===== src/cmpd_cfg.svh =====
// constants for the class-mode pin default bank: offsets, fields, codes
// assumes inclusion by every file of the bank that uses its macros, before any module
`ifndef CMPD_CFG_SVH
`define CMPD_CFG_SVH

// register offsets on the byte register port
`define CMPD_OFF_MODE_LOW   12'h009
`define CMPD_OFF_MODE_HIGH  12'h00a
`define CMPD_OFF_DIR_LOW    12'h00b
`define CMPD_OFF_DIR_HIGH   12'h00c
`define CMPD_OFF_MASK_LOW   12'h00d
`define CMPD_OFF_MASK_HIGH  12'h00e
`define CMPD_OFF_THR_0      12'h00f
`define CMPD_OFF_THR_1      12'h010
`define CMPD_OFF_THR_2      12'h011

// storage slots inside the register memory
`define CMPD_IDX_MODE_LOW   4'h0
`define CMPD_IDX_MODE_HIGH  4'h1
`define CMPD_IDX_DIR_LOW    4'h2
`define CMPD_IDX_DIR_HIGH   4'h3
`define CMPD_IDX_MASK_LOW   4'h4
`define CMPD_IDX_MASK_HIGH  4'h5
`define CMPD_IDX_THR_0      4'h6
`define CMPD_IDX_THR_1      4'h7
`define CMPD_IDX_THR_2      4'h8
`define CMPD_NUM_REGS       9

// reset values
`define CMPD_RST_MODE_HIGH  8'h03
`define CMPD_RST_ZERO       8'h00

// writable bits; reserved bits stay zero
`define CMPD_WMASK_FULL     8'hff
`define CMPD_WMASK_HIGH2    8'h03
`define CMPD_WMASK_HIGH3    8'h07

// low mode byte fields
`define CMPD_BIT_CLK_EN     7
`define CMPD_SEC_HI         6
`define CMPD_SEC_LO         5
`define CMPD_BIT_PIN_SEL    4
`define CMPD_BIT_POL        3
`define CMPD_MODE_HI        2
`define CMPD_MODE_LO        0

// high mode byte and high mask byte fields
`define CMPD_BIT_RX_TOG     1
`define CMPD_BIT_TX_TOG     0
`define CMPD_BIT_RX_MASK    2

// secondary pin select codes
`define CMPD_SEC_GPIO       2'b00
`define CMPD_SEC_SEND       2'b01
`define CMPD_SEC_MATCH      2'b10

// request-to-send pin mode codes
`define CMPD_MODE_GPIO      3'b000
`define CMPD_MODE_RTS_CTS   3'b001
`define CMPD_MODE_DTR_DSR   3'b010
`define CMPD_MODE_SEND      3'b011
`define CMPD_MODE_MATCH     3'b100

// general pin numbers
`define CMPD_PIN_DTR        2
`define CMPD_PIN_DSR        3
`define CMPD_PIN_CTS        4
`define CMPD_PIN_RTS        5
`define CMPD_PIN_CLK        6
`define CMPD_PIN_SEC        7
`define CMPD_PIN_TXT        8
`define CMPD_PIN_RXT        9
`define CMPD_NUM_PINS       10

// clock output half period in core cycles
`define CMPD_CLK_HALF       16'h0004

`endif


===== src/cmpd_pkg.sv =====
// shared types and helpers of the class-mode pin default bank
// assumes cmpd_cfg.svh is found on the include path
`include "cmpd_cfg.svh"

package cmpd_pkg;

	typedef logic [7:0] cmpd_byte_t;
	typedef logic [`CMPD_NUM_PINS-1:0] cmpd_pins_t;

	// ten-bit vector from a full low byte and two high bits
	function automatic cmpd_pins_t cmpd_join10(input cmpd_byte_t low,
		input cmpd_byte_t high);
		cmpd_join10 = {high[1:0], low};
	endfunction

	// half-duplex enable level, optionally inverted
	function automatic logic cmpd_dir_level(input logic active,
		input logic invert);
		cmpd_dir_level = active ^ invert;
	endfunction

endpackage


===== src/cmpd_sync.sv =====
// three-stage synchroniser for pin inputs
// a change is taken once the second and third stages agree
`timescale 1ns/1ps
`default_nettype none

module cmpd_sync #(
	parameter int WIDTH = 11
) (
	input  wire logic             sys_clk,
	input  wire logic             rst,
	input  wire logic [WIDTH-1:0] raw_in,
	output logic      [WIDTH-1:0] stable_out
);

	typedef struct packed {
		logic [WIDTH-1:0] s1;
		logic [WIDTH-1:0] s2;
		logic [WIDTH-1:0] s3;
		logic [WIDTH-1:0] stable;
	} cmpd_sync_t;

	cmpd_sync_t q;
	cmpd_sync_t next_q;

	always_comb begin
		next_q = q;
		next_q.s1 = raw_in;
		next_q.s2 = q.s1;
		next_q.s3 = q.s2;
		for (int i = 0; i < WIDTH; i++) begin
			if (q.s2[i] == q.s3[i]) begin
				next_q.stable[i] = q.s3[i];
			end
		end
	end

	always_ff @(posedge sys_clk) begin
		if (rst) begin
			next_q_reset: q <= '0;
		end else begin
			q <= next_q;
		end
	end

	assign stable_out = q.stable;

endmodule // cmpd_sync

`default_nettype wire


===== src/cmpd_regfile.sv =====
// nine-byte default register store with registered read data
// assumes the caller decodes the address into a slot and a hit
`timescale 1ns/1ps
`default_nettype none
`include "cmpd_cfg.svh"

module cmpd_regfile
	import cmpd_pkg::*;
(
	input  wire logic       sys_clk,
	input  wire logic       rst,
	input  wire logic       wr_en,
	input  wire logic       rd_en,
	input  wire logic       hit,
	input  wire logic [3:0] slot,
	input  wire logic [7:0] wdata,
	output logic      [7:0] rdata,
	output logic      [`CMPD_NUM_REGS*8-1:0] contents
);

	typedef struct packed {
		logic [`CMPD_NUM_REGS-1:0][7:0] mem;
		logic [7:0]                     rdata;
	} cmpd_regfile_t;

	cmpd_regfile_t q;
	cmpd_regfile_t next_q;

	// reserved bits are never stored, so they always read zero
	function automatic cmpd_byte_t wmask(input logic [3:0] s);
		if (s == `CMPD_IDX_MODE_HIGH || s == `CMPD_IDX_DIR_HIGH) begin
			wmask = `CMPD_WMASK_HIGH2;
		end else if (s == `CMPD_IDX_MASK_HIGH) begin
			wmask = `CMPD_WMASK_HIGH3;
		end else begin
			wmask = `CMPD_WMASK_FULL;
		end
	endfunction

	always_comb begin
		next_q = q;
		if (wr_en && hit) begin
			next_q.mem[slot] = wdata & wmask(slot);
		end
		if (rd_en) begin
			next_q.rdata = hit ? q.mem[slot] : `CMPD_RST_ZERO;
		end
	end

	always_ff @(posedge sys_clk) begin
		if (rst) begin
			q <= '0;
			q.mem[`CMPD_IDX_MODE_HIGH] <= `CMPD_RST_MODE_HIGH;
		end else begin
			q <= next_q;
		end
	end

	assign rdata    = q.rdata;
	assign contents = q.mem;

endmodule // cmpd_regfile

`default_nettype wire


===== src/cmpd_top.sv =====
// class-mode pin default bank: registers, pin function muxing, change events
// assumes a byte register port from the core, raw pins from the far side
//
// Overview of operation
// - a set clock-enable bit turns general pin six into a clock output.
// - the secondary select codes give general I/O, send enable or match.
// - pin-select clear leaves the secondary pin general, set lets it work.
// - the mode field picks general I/O, two flow controls or two enables.
// - receive-activity toggle drives general pin nine when enabled.
// - transmit-activity toggle drives general pin eight when enabled.
// - a ten-bit vector sets each general pin input (0) or output (1).
// - an unmasked general input that changes requests an event packet.
// - high mask bit two gates change events on the receive data input.
// - three threshold bytes assemble the 24-bit low-latency threshold.
// - each default group applies only while its override enable is clear.
`timescale 1ns/1ps
`default_nettype none
`include "cmpd_cfg.svh"

module cmpd_top
	import cmpd_pkg::*;
#(
	parameter logic [15:0] CLK_HALF      = `CMPD_CLK_HALF,
	parameter logic [7:0]  DEF_MODE_LOW  = 8'h00,
	parameter logic [7:0]  DEF_MODE_HIGH = 8'h03,
	parameter logic [9:0]  DEF_DIR       = 10'h000,
	parameter logic [10:0] DEF_MASK      = 11'h000,
	parameter logic [23:0] DEF_THRESH    = 24'h000000
) (
	input  wire logic        sys_clk,
	input  wire logic        rst,
	// byte register port
	input  wire logic        reg_wr,
	input  wire logic        reg_rd,
	input  wire logic [11:0] reg_addr,
	input  wire logic [7:0]  reg_wdata,
	output logic      [7:0]  reg_rdata,
	// override enables of each default group
	input  wire logic        override_mode,
	input  wire logic        override_direction,
	input  wire logic        override_mask,
	input  wire logic        override_threshold,
	// uart side
	input  wire logic        uart_sending,
	input  wire logic        address_matched,
	input  wire logic        rx_has_room,
	input  wire logic        tx_char_done,
	input  wire logic        rx_char_done,
	output logic             tx_allowed,
	output logic      [23:0] latency_baud_threshold,
	// host-driven general output levels and sampled pin states
	input  wire logic [9:0]  gpio_write,
	output logic      [9:0]  gpio_state,
	// change event toward the class interrupt packet builder
	output logic             change_event,
	output logic      [10:0] change_bits,
	// pins
	input  wire logic [9:0]  pin_in,
	input  wire logic        rx_data_pin,
	output logic      [9:0]  pin_out,
	output logic      [9:0]  pin_oe
);

	////////////////////////////////////////////////////////////////////////
	// register store

	logic [3:0]                    slot;
	logic                          hit;
	logic [`CMPD_NUM_REGS*8-1:0]   contents;
	logic [`CMPD_NUM_REGS-1:0][7:0] regs;

	always_comb begin
		hit  = 1'b1;
		slot = `CMPD_IDX_MODE_LOW;
		if (reg_addr == `CMPD_OFF_MODE_LOW) begin
			slot = `CMPD_IDX_MODE_LOW;
		end else if (reg_addr == `CMPD_OFF_MODE_HIGH) begin
			slot = `CMPD_IDX_MODE_HIGH;
		end else if (reg_addr == `CMPD_OFF_DIR_LOW) begin
			slot = `CMPD_IDX_DIR_LOW;
		end else if (reg_addr == `CMPD_OFF_DIR_HIGH) begin
			slot = `CMPD_IDX_DIR_HIGH;
		end else if (reg_addr == `CMPD_OFF_MASK_LOW) begin
			slot = `CMPD_IDX_MASK_LOW;
		end else if (reg_addr == `CMPD_OFF_MASK_HIGH) begin
			slot = `CMPD_IDX_MASK_HIGH;
		end else if (reg_addr == `CMPD_OFF_THR_0) begin
			slot = `CMPD_IDX_THR_0;
		end else if (reg_addr == `CMPD_OFF_THR_1) begin
			slot = `CMPD_IDX_THR_1;
		end else if (reg_addr == `CMPD_OFF_THR_2) begin
			slot = `CMPD_IDX_THR_2;
		end else begin
			hit = 1'b0;
		end
	end

	cmpd_regfile u_regfile (
		.sys_clk  (sys_clk),
		.rst      (rst),
		.wr_en    (reg_wr),
		.rd_en    (reg_rd),
		.hit      (hit),
		.slot     (slot),
		.wdata    (reg_wdata),
		.rdata    (reg_rdata),
		.contents (contents)
	);

	assign regs = contents;

	////////////////////////////////////////////////////////////////////////
	// pin input synchronisers

	logic [10:0] sampled;

	cmpd_sync #(
		.WIDTH (11)
	) u_sync (
		.sys_clk    (sys_clk),
		.rst        (rst),
		.raw_in     ({rx_data_pin, pin_in}),
		.stable_out (sampled)
	);

	////////////////////////////////////////////////////////////////////////
	// state

	typedef struct packed {
		logic [15:0] clk_cnt;
		logic        clk_level;
		logic        tx_toggle;
		logic        rx_toggle;
		logic [10:0] prev;
		logic        event_pulse;
		logic [10:0] event_bits;
		logic [9:0]  pin_out;
		logic [9:0]  pin_oe;
		logic        tx_allowed;
		logic [23:0] threshold;
	} cmpd_state_t;

	cmpd_state_t q;
	cmpd_state_t next_q;

	////////////////////////////////////////////////////////////////////////
	// effective configuration and next state

	logic [7:0]  mode_low;
	logic [7:0]  mode_high;
	logic [9:0]  dir;
	logic [10:0] mask;
	logic [1:0]  sec_sel;
	logic [2:0]  mode_sel;
	logic        invert;
	logic [9:0]  claim;
	logic [9:0]  fn_out;
	logic [9:0]  fn_in;
	logic [10:0] watch;
	logic [10:0] changed;

	always_comb begin
		next_q = q;

		// built-in class defaults unless overridden
		mode_low  = override_mode ? regs[`CMPD_IDX_MODE_LOW] : DEF_MODE_LOW;
		mode_high = override_mode ? regs[`CMPD_IDX_MODE_HIGH]
			: DEF_MODE_HIGH;
		dir = override_direction ? cmpd_join10(regs[`CMPD_IDX_DIR_LOW],
			regs[`CMPD_IDX_DIR_HIGH]) : DEF_DIR;
		mask = override_mask ? {regs[`CMPD_IDX_MASK_HIGH][`CMPD_BIT_RX_MASK],
			cmpd_join10(regs[`CMPD_IDX_MASK_LOW],
			regs[`CMPD_IDX_MASK_HIGH])} : DEF_MASK;
		next_q.threshold = override_threshold ? {regs[`CMPD_IDX_THR_2],
			regs[`CMPD_IDX_THR_1], regs[`CMPD_IDX_THR_0]}
			: DEF_THRESH;

		sec_sel  = mode_low[`CMPD_SEC_HI:`CMPD_SEC_LO];
		mode_sel = mode_low[`CMPD_MODE_HI:`CMPD_MODE_LO];
		invert   = mode_low[`CMPD_BIT_POL];
		claim    = '0;
		fn_out   = '0;
		fn_in    = '0;

		// clock output; divider stops and parks low when disabled
		if (mode_low[`CMPD_BIT_CLK_EN]) begin
			if (q.clk_cnt >= CLK_HALF - 16'h0001) begin
				next_q.clk_cnt   = '0;
				next_q.clk_level = ~q.clk_level;
			end else begin
				next_q.clk_cnt = q.clk_cnt + 16'h0001;
			end
			claim[`CMPD_PIN_CLK]  = 1'b1;
			fn_out[`CMPD_PIN_CLK] = q.clk_level;
		end else begin
			next_q.clk_cnt   = '0;
			next_q.clk_level = 1'b0;
		end

		// request-to-send pin function
		case (mode_sel)
			`CMPD_MODE_RTS_CTS: begin
				claim[`CMPD_PIN_RTS]  = 1'b1;
				fn_out[`CMPD_PIN_RTS] = ~rx_has_room; // active-low request
				fn_in[`CMPD_PIN_CTS]  = 1'b1;
			end
			`CMPD_MODE_DTR_DSR: begin
				claim[`CMPD_PIN_DTR]  = 1'b1;
				fn_out[`CMPD_PIN_DTR] = ~rx_has_room;
				fn_in[`CMPD_PIN_DSR]  = 1'b1;
			end
			`CMPD_MODE_SEND: begin
				claim[`CMPD_PIN_RTS]  = 1'b1;
				fn_out[`CMPD_PIN_RTS] = cmpd_dir_level(uart_sending, invert);
			end
			`CMPD_MODE_MATCH: begin
				claim[`CMPD_PIN_RTS]  = 1'b1;
				fn_out[`CMPD_PIN_RTS] = cmpd_dir_level(address_matched,
					invert);
			end
			default: begin
				// general I/O, reserved codes behave the same
			end
		endcase

		// secondary pin only leaves general I/O when selected
		if (mode_low[`CMPD_BIT_PIN_SEL]) begin
			case (sec_sel)
				`CMPD_SEC_SEND: begin
					claim[`CMPD_PIN_SEC]  = 1'b1;
					fn_out[`CMPD_PIN_SEC] = cmpd_dir_level(uart_sending,
						invert);
				end
				`CMPD_SEC_MATCH: begin
					claim[`CMPD_PIN_SEC]  = 1'b1;
					fn_out[`CMPD_PIN_SEC] = cmpd_dir_level(address_matched,
						invert);
				end
				default: begin
					// general I/O, reserved code behaves the same
				end
			endcase
		end

		// activity toggles flip once per character
		if (tx_char_done) begin
			next_q.tx_toggle = ~q.tx_toggle;
		end
		if (rx_char_done) begin
			next_q.rx_toggle = ~q.rx_toggle;
		end
		if (mode_high[`CMPD_BIT_TX_TOG]) begin
			claim[`CMPD_PIN_TXT]  = 1'b1;
			fn_out[`CMPD_PIN_TXT] = q.tx_toggle;
		end
		if (mode_high[`CMPD_BIT_RX_TOG]) begin
			claim[`CMPD_PIN_RXT]  = 1'b1;
			fn_out[`CMPD_PIN_RXT] = q.rx_toggle;
		end

		// flow inputs are active low; no flow mode means always clear
		if (fn_in[`CMPD_PIN_CTS]) begin
			next_q.tx_allowed = ~sampled[`CMPD_PIN_CTS];
		end else if (fn_in[`CMPD_PIN_DSR]) begin
			next_q.tx_allowed = ~sampled[`CMPD_PIN_DSR];
		end else begin
			next_q.tx_allowed = 1'b1;
		end

		// function outputs drive, function inputs stay inputs; the rest follow the direction vector
		next_q.pin_oe  = claim | (dir & ~fn_in);
		next_q.pin_out = (claim & fn_out) | (~claim & gpio_write);

		// change events on general inputs and the receive data line
		watch   = {1'b1, ~dir & ~claim};
		changed = (sampled ^ q.prev) & watch & ~mask;
		next_q.prev        = sampled;
		next_q.event_pulse = |changed;
		next_q.event_bits  = changed;
	end

	always_ff @(posedge sys_clk) begin
		if (rst) begin
			q <= '0;
			q.tx_allowed <= 1'b1;
		end else begin
			q <= next_q;
		end
	end

	////////////////////////////////////////////////////////////////////////
	// outputs

	// sampled levels are used for both events and state reads
	assign gpio_state             = sampled[9:0];
	assign tx_allowed             = q.tx_allowed;
	assign latency_baud_threshold = q.threshold;
	assign change_event           = q.event_pulse;
	assign change_bits            = q.event_bits;
	assign pin_out                = q.pin_out;
	assign pin_oe                 = q.pin_oe;

endmodule // cmpd_top

`default_nettype wire


===== config.mk =====
export PLATFORM = sky130hd
export DESIGN_NAME = cmpd_top
export DESIGN_NICKNAME = d
export VERILOG_FILES = /design/src/cmpd_pkg.sv /design/src/cmpd_sync.sv /design/src/cmpd_regfile.sv /design/src/cmpd_top.sv
export VERILOG_INCLUDE_DIRS = /design/src
export SDC_FILE = /design/constraint.sdc
export NUM_CORES = 1
export LEC_CHECK = 0
export BUFFER_PORTS_ARGS = -buffer_cell sky130_fd_sc_hd__buf_2
export CAP_MARGIN = 0
export CORE_UTILIZATION = 40
export CTS_BUF_LIST = sky130_fd_sc_hd__clkbuf_16
export CTS_CLUSTER_SIZE = 28
export DETAILED_ROUTE_END_ITERATION = 8
export SETUP_SLACK_MARGIN = 0.3
export SLEW_MARGIN = 10
export SYNTH_ARGS = -nofsm -noshare
export SYNTH_HDL_FRONTEND = slang
export SYNTH_SLANG_ARGS = --single-unit

===== constraint.sdc =====
create_clock -name sys_clk -period 3.07 [get_ports sys_clk]
set_clock_uncertainty 0.05 [all_clocks]
set_input_delay 0.1535 -clock sys_clk [delete_from_list [all_inputs] [get_ports sys_clk]]
set_output_delay 0.1535 -clock sys_clk [all_outputs]
set_load 0.05 [all_outputs]

==> results of run 1 <==
worst reg2reg max path: cells and delay by family (launching register included):
family	cells	cell delay, ns
simple gates	3	0.41
flops	1	0.46
buf+inv	1	0.58
compound gates	1	0.19
synth_stat cells (4+ instances only):
master    count  share of area (%)
a211oi_1     10               0.90
a21oi_1      36                2.2
a221o_1       4               0.48
a22o_1        4               0.42
a22oi_1       6               0.54
and2_0        4               0.30
and2_1       42                3.1
and3_1        7               0.52
buf_2         4               0.24
buf_4        65                5.8
clkbuf_1     37                1.7
dfxtp_1     211                 51
inv_1        10               0.45
mux2i_1      60                7.2
nand2_1      54                2.4
nand2b_1      5               0.37
nand3_1      10               0.60
nand4_1       6               0.45
nor2_1       92                4.1
nor2b_1      61                4.6
nor3_1       12               0.72
nor3b_1       5               0.45
nor4_1       11               0.82
o21ai_0      36                2.2
o21ai_1       4               0.24
o31ai_1       4               0.36
xnor2_1      15                1.6
logic make-up (layout without fill, tap and decap cells):
group / after synthesis / count (layout)
adders and majority gates: 3 / 3
xor gates and xnor gates: 16 / 16
buffers and inverters: 120 / 227
DFF: 211 / 211
other: 1 / 14
muxes: 62 / 62
AOI/OAI and AO/OA: 136 / 136
and+or+nand+nor: 327 / 327
per-layer routing:
| metal | vias up | part of all wire [%] |
|---|---|---|
| met5 | - | 0 |
| met4 | 0 | 1.9 |
| met3 | 32 | 6.3 |
| met2 | 171 | 44 |
| met1 | 2930 | 48 |
| li1 | 3107 | - |
sequential cells by signal, summed over array words and instances (netlist names):
name and flops:
u_regfile.contents 72, q 30, latency_baud_threshold 24, u_sync.next_q 22, change_bits 11, u_sync.q 11, u_sync.stable_out 11, pin_oe 10
pin_out 10, u_regfile.rdata 8, change_event 1, tx_allowed 1
worst max path at each step:
stage                     start                endpoint  depth (start not counted)
floorplan           reg_addr[1]      u_regfile.rdata[5]                          9
global placement    reg_addr[2]  u_regfile.contents[53]                          8
detailed placement  reg_addr[2]  u_regfile.contents[54]                          8
CTS                 reg_addr[2]  u_regfile.contents[54]                          8
global route        reg_addr[2]  u_regfile.contents[32]                          8
finish              reg_addr[2]  u_regfile.contents[36]                          8
power by group:
part	switching [mW]	internal, mW	total (mW)
registers	0.0122	2.78	2.79
clock network	1.10	1.45	2.55
logic	0.189	0.104	0.293
metrics by stage:
stage / power (mW) / cells / utilization, %
global route: 5.85 / 1266 / 48.5
floorplan: 3.02 / 889 / -
global placement: 3.11 / 1198 / 43.7
finish: 5.63 / 1266 / 48.5
CTS: 5.69 / 1266 / 48.5
detailed placement: 3.11 / 1198 / 43.7
layout make-up:
| cell class | count | area, um2 |
|---|---|---|
| clock inverter | 16 | 115 |
| clock buffer | 23 | 576 |
| sequential | 211 | 4220 |
| tap | 270 | 338 |
| multi-input combinational | 558 | 3490 |
| timing repair buffer | 178 | 1100 |
| fill | 1990 | 10500 |
| inverter | 10 | 37.5 |
==> metrics, run 1 <==
Synth async-reset ratio=0%; TritonCTS clock tree=done; met3 GRT Util=3.22%; area fraction in compound gates after synthesis=10.7%; Place WS=0.245 ns; power per cell area=570 mW/mm2; Max-slew headroom=18.7%; combinational family with the most area after synthesis=simple AND/OR/NAND/NOR gates; clock slew at reported path FFs=0.06 ns; R2R setup slack=1.24 ns; Antenna Cells=0; DIE WIDTH=147 um; CP top delay family=simple AND/OR/NAND/NOR gates; Area after DPL=0.00889 mm2; Die Y-Extent=147 um; initial antenna violation count=0; Hold Worst Slack=0.0236 ns; Final Hold Viols=0; Syn Std Cell Area=0.00836 mm2; row count=52; final wirelength=21100 um; via density per instance=4.93; Overflow after GRT=0; critical path class=in2reg; adder-cell share of the synthesized area=0.449%; layout cell share with drive strength beyond 1=19.7%; Core Footprint=0.0204 mm2; met2 Use GR=29.8%; DR iter-0 viols=402; hold depth=3; IO Port Bufs=128; critical path's largest stage delay=1.01 ns; # resized after CTS=0; Synth Area in Simple Gates=20.5%; CP cell instances=buf_2 -> or3b_2 -> nor2_2 -> o21ai_0 -> buf_4 -> nor4b_2 -> mux2i_1 -> nor2_1; syn_area_per_cell=9.54 um2; Critical Path AT=2.62 ns; Sinks on Clock Net=211; DR WL/cell=16.7 um; GP Congestion=0.896; Post-DRT Antenna Nets=0; crit path time final=2.29 ns; vias in the first global route=5833; f_max=436 MHz; Setup crit end kind=flip-flop; CTS Buffer Depth=3; Critical Path Fanout Max=12; Post-synth top flop=dfxtp_1; hold_sp=override_mode; DIE AREA=0.0215 mm2; DRC violations left=0; post-synthesis mux area share=7.46%; GRT Total Usage=19.5%; hold buffers post-CTS=29; Vias=6240; gr busiest metal=met2; pin count of the biggest net entering global routing=156; count of state elements after synthesis=211; Synth Instances=876; launch point of the worst reg-to-reg path=u_regfile.contents[1]; R2R Path End=pin_out[2]; max-cap violations=0; Clk Latency, worst-skew pair=0.52 ns; max-slew violation count=0; Min-Delay Endpoint=tx_allowed; first-pass GRT wire length=33000 um; Worst-Margin Slew=1.22 ns; synth unique cells=66; Seq/Total Area, Yosys=50.5%; RSZ-0062 raised after global routing=false; postcts setup bufs=0; Starting Density=41.0%; HPWL after DPL=15000 um; Crit path buffers/inverters=2; Inserted Clock Buffers=23; met1 usage=28.4%; final worst path period share=74.6%; Final WS setup=0.779 ns; Synth warnings=0; final net count=1039; # setup viols final=0; commonest non-fill, non-tap cell in the layout=dfxtp_1; Synth Area in XOR/XNOR=1.68%; FF-to-FF path depth=5; CP required=3.40 ns; worst hold path class=in2reg; final instance area=0.00988 mm2; H-Tree Depth=1; peak supply drop=0.366 mV; DRT Pass-1 Iters=5; startpoint type of the worst setup path=primary input; Ports=129; area grow syn2layout=18.2%; Crit-path slowest cell=nor4b_2; Post-synth EDFFs=0; Leakage=4.11 nW; Total Neg Setup Slack=0 ns; status=finished clean; clock root buffer=clkbuf_16; commonest cells after routing, fill and taps aside=dfxtp_1, buf_2, nor2_1
Note: power is estimated with default switching activity, not from simulation.
==> run 2: changes to the inputs <==
clock period = 1.85 ns   (was 3.07 ns; I/O delays follow)
==> run 2 against run 1 <==
Net effect:
- combinational power increased by 100%
- first-iteration DRC count decreased by 2.0%
- core utilization increased by 6.3 points
- non-clock buffer count increased by 86
- cell area increased by 13%
- routed wire length increased by 6.9%
- worst hold slack got worse by 0.013 ns
- setup slack got worse by 0.49 ns
- sequential power increased by 66%
- cell count increased by 7.2%
- register-to-register slack got worse by 0.95 ns
- largest cell class unchanged
- critical endpoint is now change_event
- power increased by 88%
==> metrics, run 2 (synthesis results as in run 1) <==
H-Tree Depth=1; clock slew at reported path FFs=0.06 ns; first-pass GRT wire length=34700 um; commonest cells after routing, fill and taps aside=dfxtp_1, buf_2, buf_4; Vias=6608; Antenna Cells=0; # setup viols final=0; hold_sp=rst; Final Hold Viols=0; via density per instance=4.87; Setup crit end kind=flip-flop; DRC violations left=0; TritonCTS clock tree=done; vias in the first global route=6194; Critical Path Fanout Max=4; Die Y-Extent=147 um; power per cell area=950 mW/mm2; layout cell share with drive strength beyond 1=31.6%; final instance area=0.0112 mm2; RSZ-0062 raised after global routing=true; final wirelength=22600 um; max reg flops=72; CTS Buffer Depth=3; crit path time final=1.56 ns; GRT Total Usage=20.7%; max-slew violation count=0; Sinks on Clock Net=211; Worst-Margin Slew=0.514 ns; HPWL after DPL=16600 um; Comb power frac=5.6%; Max-slew headroom=65.3%; Area after DPL=0.00961 mm2; Core Footprint=0.0204 mm2; DR iter-0 viols=394; Clk Latency, worst-skew pair=0.52 ns; fill cell count=1850; Ports=129; launch point of the worst reg-to-reg path=u_regfile.contents[2]; clock root buffer=clkbuf_16; final worst path period share=84.2%; P_int=8.35 mW; Starting Density=41.0%; area grow syn2layout=33.6%; R2R setup slack=0.29 ns; R2R Path End=change_event; initial antenna violation count=0; DRT Pass-1 Iters=5; Leakage=4.73 nW; f_max=642 MHz; startpoint type of the worst setup path=flip-flop; status=finished clean; Critical Path AT=1.95 ns; Overall Power=10.6 mW; Post-DRT Antenna Nets=0; IO Port Bufs=128; FF-to-FF path depth=6; hold depth=3; row count=52; CP required=2.24 ns; worst hold path class=in2reg; DIE AREA=0.0215 mm2; DR WL/cell=16.7 um; GP Congestion=0.863; pin count of the biggest net entering global routing=85; final net count=1126; power share of the clock group=50.7%; Inserted Clock Buffers=24; critical path class=reg2reg; DIE WIDTH=147 um; part of the power in registers=43.7%; peak supply drop=0.658 mV; commonest non-fill, non-tap cell in the layout=dfxtp_1; Min-Delay Endpoint=u_regfile.contents[70]; Sw Share=21.4%; P_sw=2.27 mW; Overflow after GRT=0; max-cap violations=0
run 2: cell types whose count changed in the layout (fill, tap and decap cells not counted), sizes merged:
cell,delta
buf,+84
bufinv,+7
dlygate4sd3,+2
clkbuf,+1
clkinv,-1
clkinvlp,-1
inv,-1
run 2: repair_timing:
item | CTS | global route
resized for setup | 15 | 52
gates cloned | 0 | 0
setup endpoints to repair | 27 | 54
hold buffers | 31 | 0
pin swaps | 6 | 26
hold endpoints to repair | 46 | 0
buffers inserted | 2 | 5
run 2: stage by stage:
stage / hold slack, ns / TNS (ns) / utilization, % / worst slack (ns) / std cells
after floorplan: 0.171 / -4.26 / - / -0.238 / 889
after global placement: 0.249 / -12.58 / 47.2 / -0.343 / 1275
after detailed placement: 0.255 / -13.56 / 47.2 / -0.356 / 1275
after CTS: 0.0260 / 0 / 53.6 / 0.262 / 1352
after global routing: 0.0414 / 0 / 54.8 / 0.238 / 1357
final: 0.0109 / 0 / 54.8 / 0.293 / 1357
run 2: layout make-up:
cell class	instances	area [um2]	share of cell area, %
multi-input combinational	558	3810	34.1
clock inverter	20	309	2.77
timing repair buffer	264	1850	16.5
clock buffer	24	601	5.38
inverter	10	37.5	0.336
tap	270	338	3.02
sequential	211	4230	37.9
run 2: power by group through the flow:
stage	registers [mW]	logic (mW)	clock network, mW
4_1_cts	4.63	0.572	5.48
3_5_place_dp	4.73	0.515	0
6_report	4.63	0.597	5.38
5_1_grt	4.64	0.638	5.67
2_1_floorplan	4.73	0.300	0
3_3_place_gp	4.73	0.515	0
run 2: routing by layer:
| metal | GRT usage (%) | part of all wire, % | vias up | wire length [um] |
|---|---|---|---|---|
| met1 | 29.1 | 49 | 3086 | 11000 |
| met2 | 32.4 | 44 | 177 | 10000 |
| met4 | 6.67 | 2.6 | 0 | 582 |
| met3 | 3.19 | 4.4 | 44 | 994 |
| li1 | - | - | 3301 | - |
| met5 | 0 | 0 | - | 0 |
run 2: how the worst max path moves through the flow:
stage | from | endpoint | cells after the start
after floorplan | reg_addr[1] | u_regfile.rdata[5] | 9
after global placement | reg_addr[2] | u_regfile.contents[48] | 8
after detailed placement | reg_addr[1] | u_regfile.contents[38] | 10
after CTS | u_regfile.contents[6] | change_event | 8
after global routing | u_regfile.contents[6] | change_event | 8
final | u_regfile.contents[2] | change_event | 6
run 2: worst max-delay path, cell delays in order (launching register included):
cell and delay [ns]:
dfxtp_1 0.32, inv_2 0.08, nor2_1 0.06, mux2_2 0.26
a22o_1 0.23, a211o_1 0.28, a31oi_1 0.19
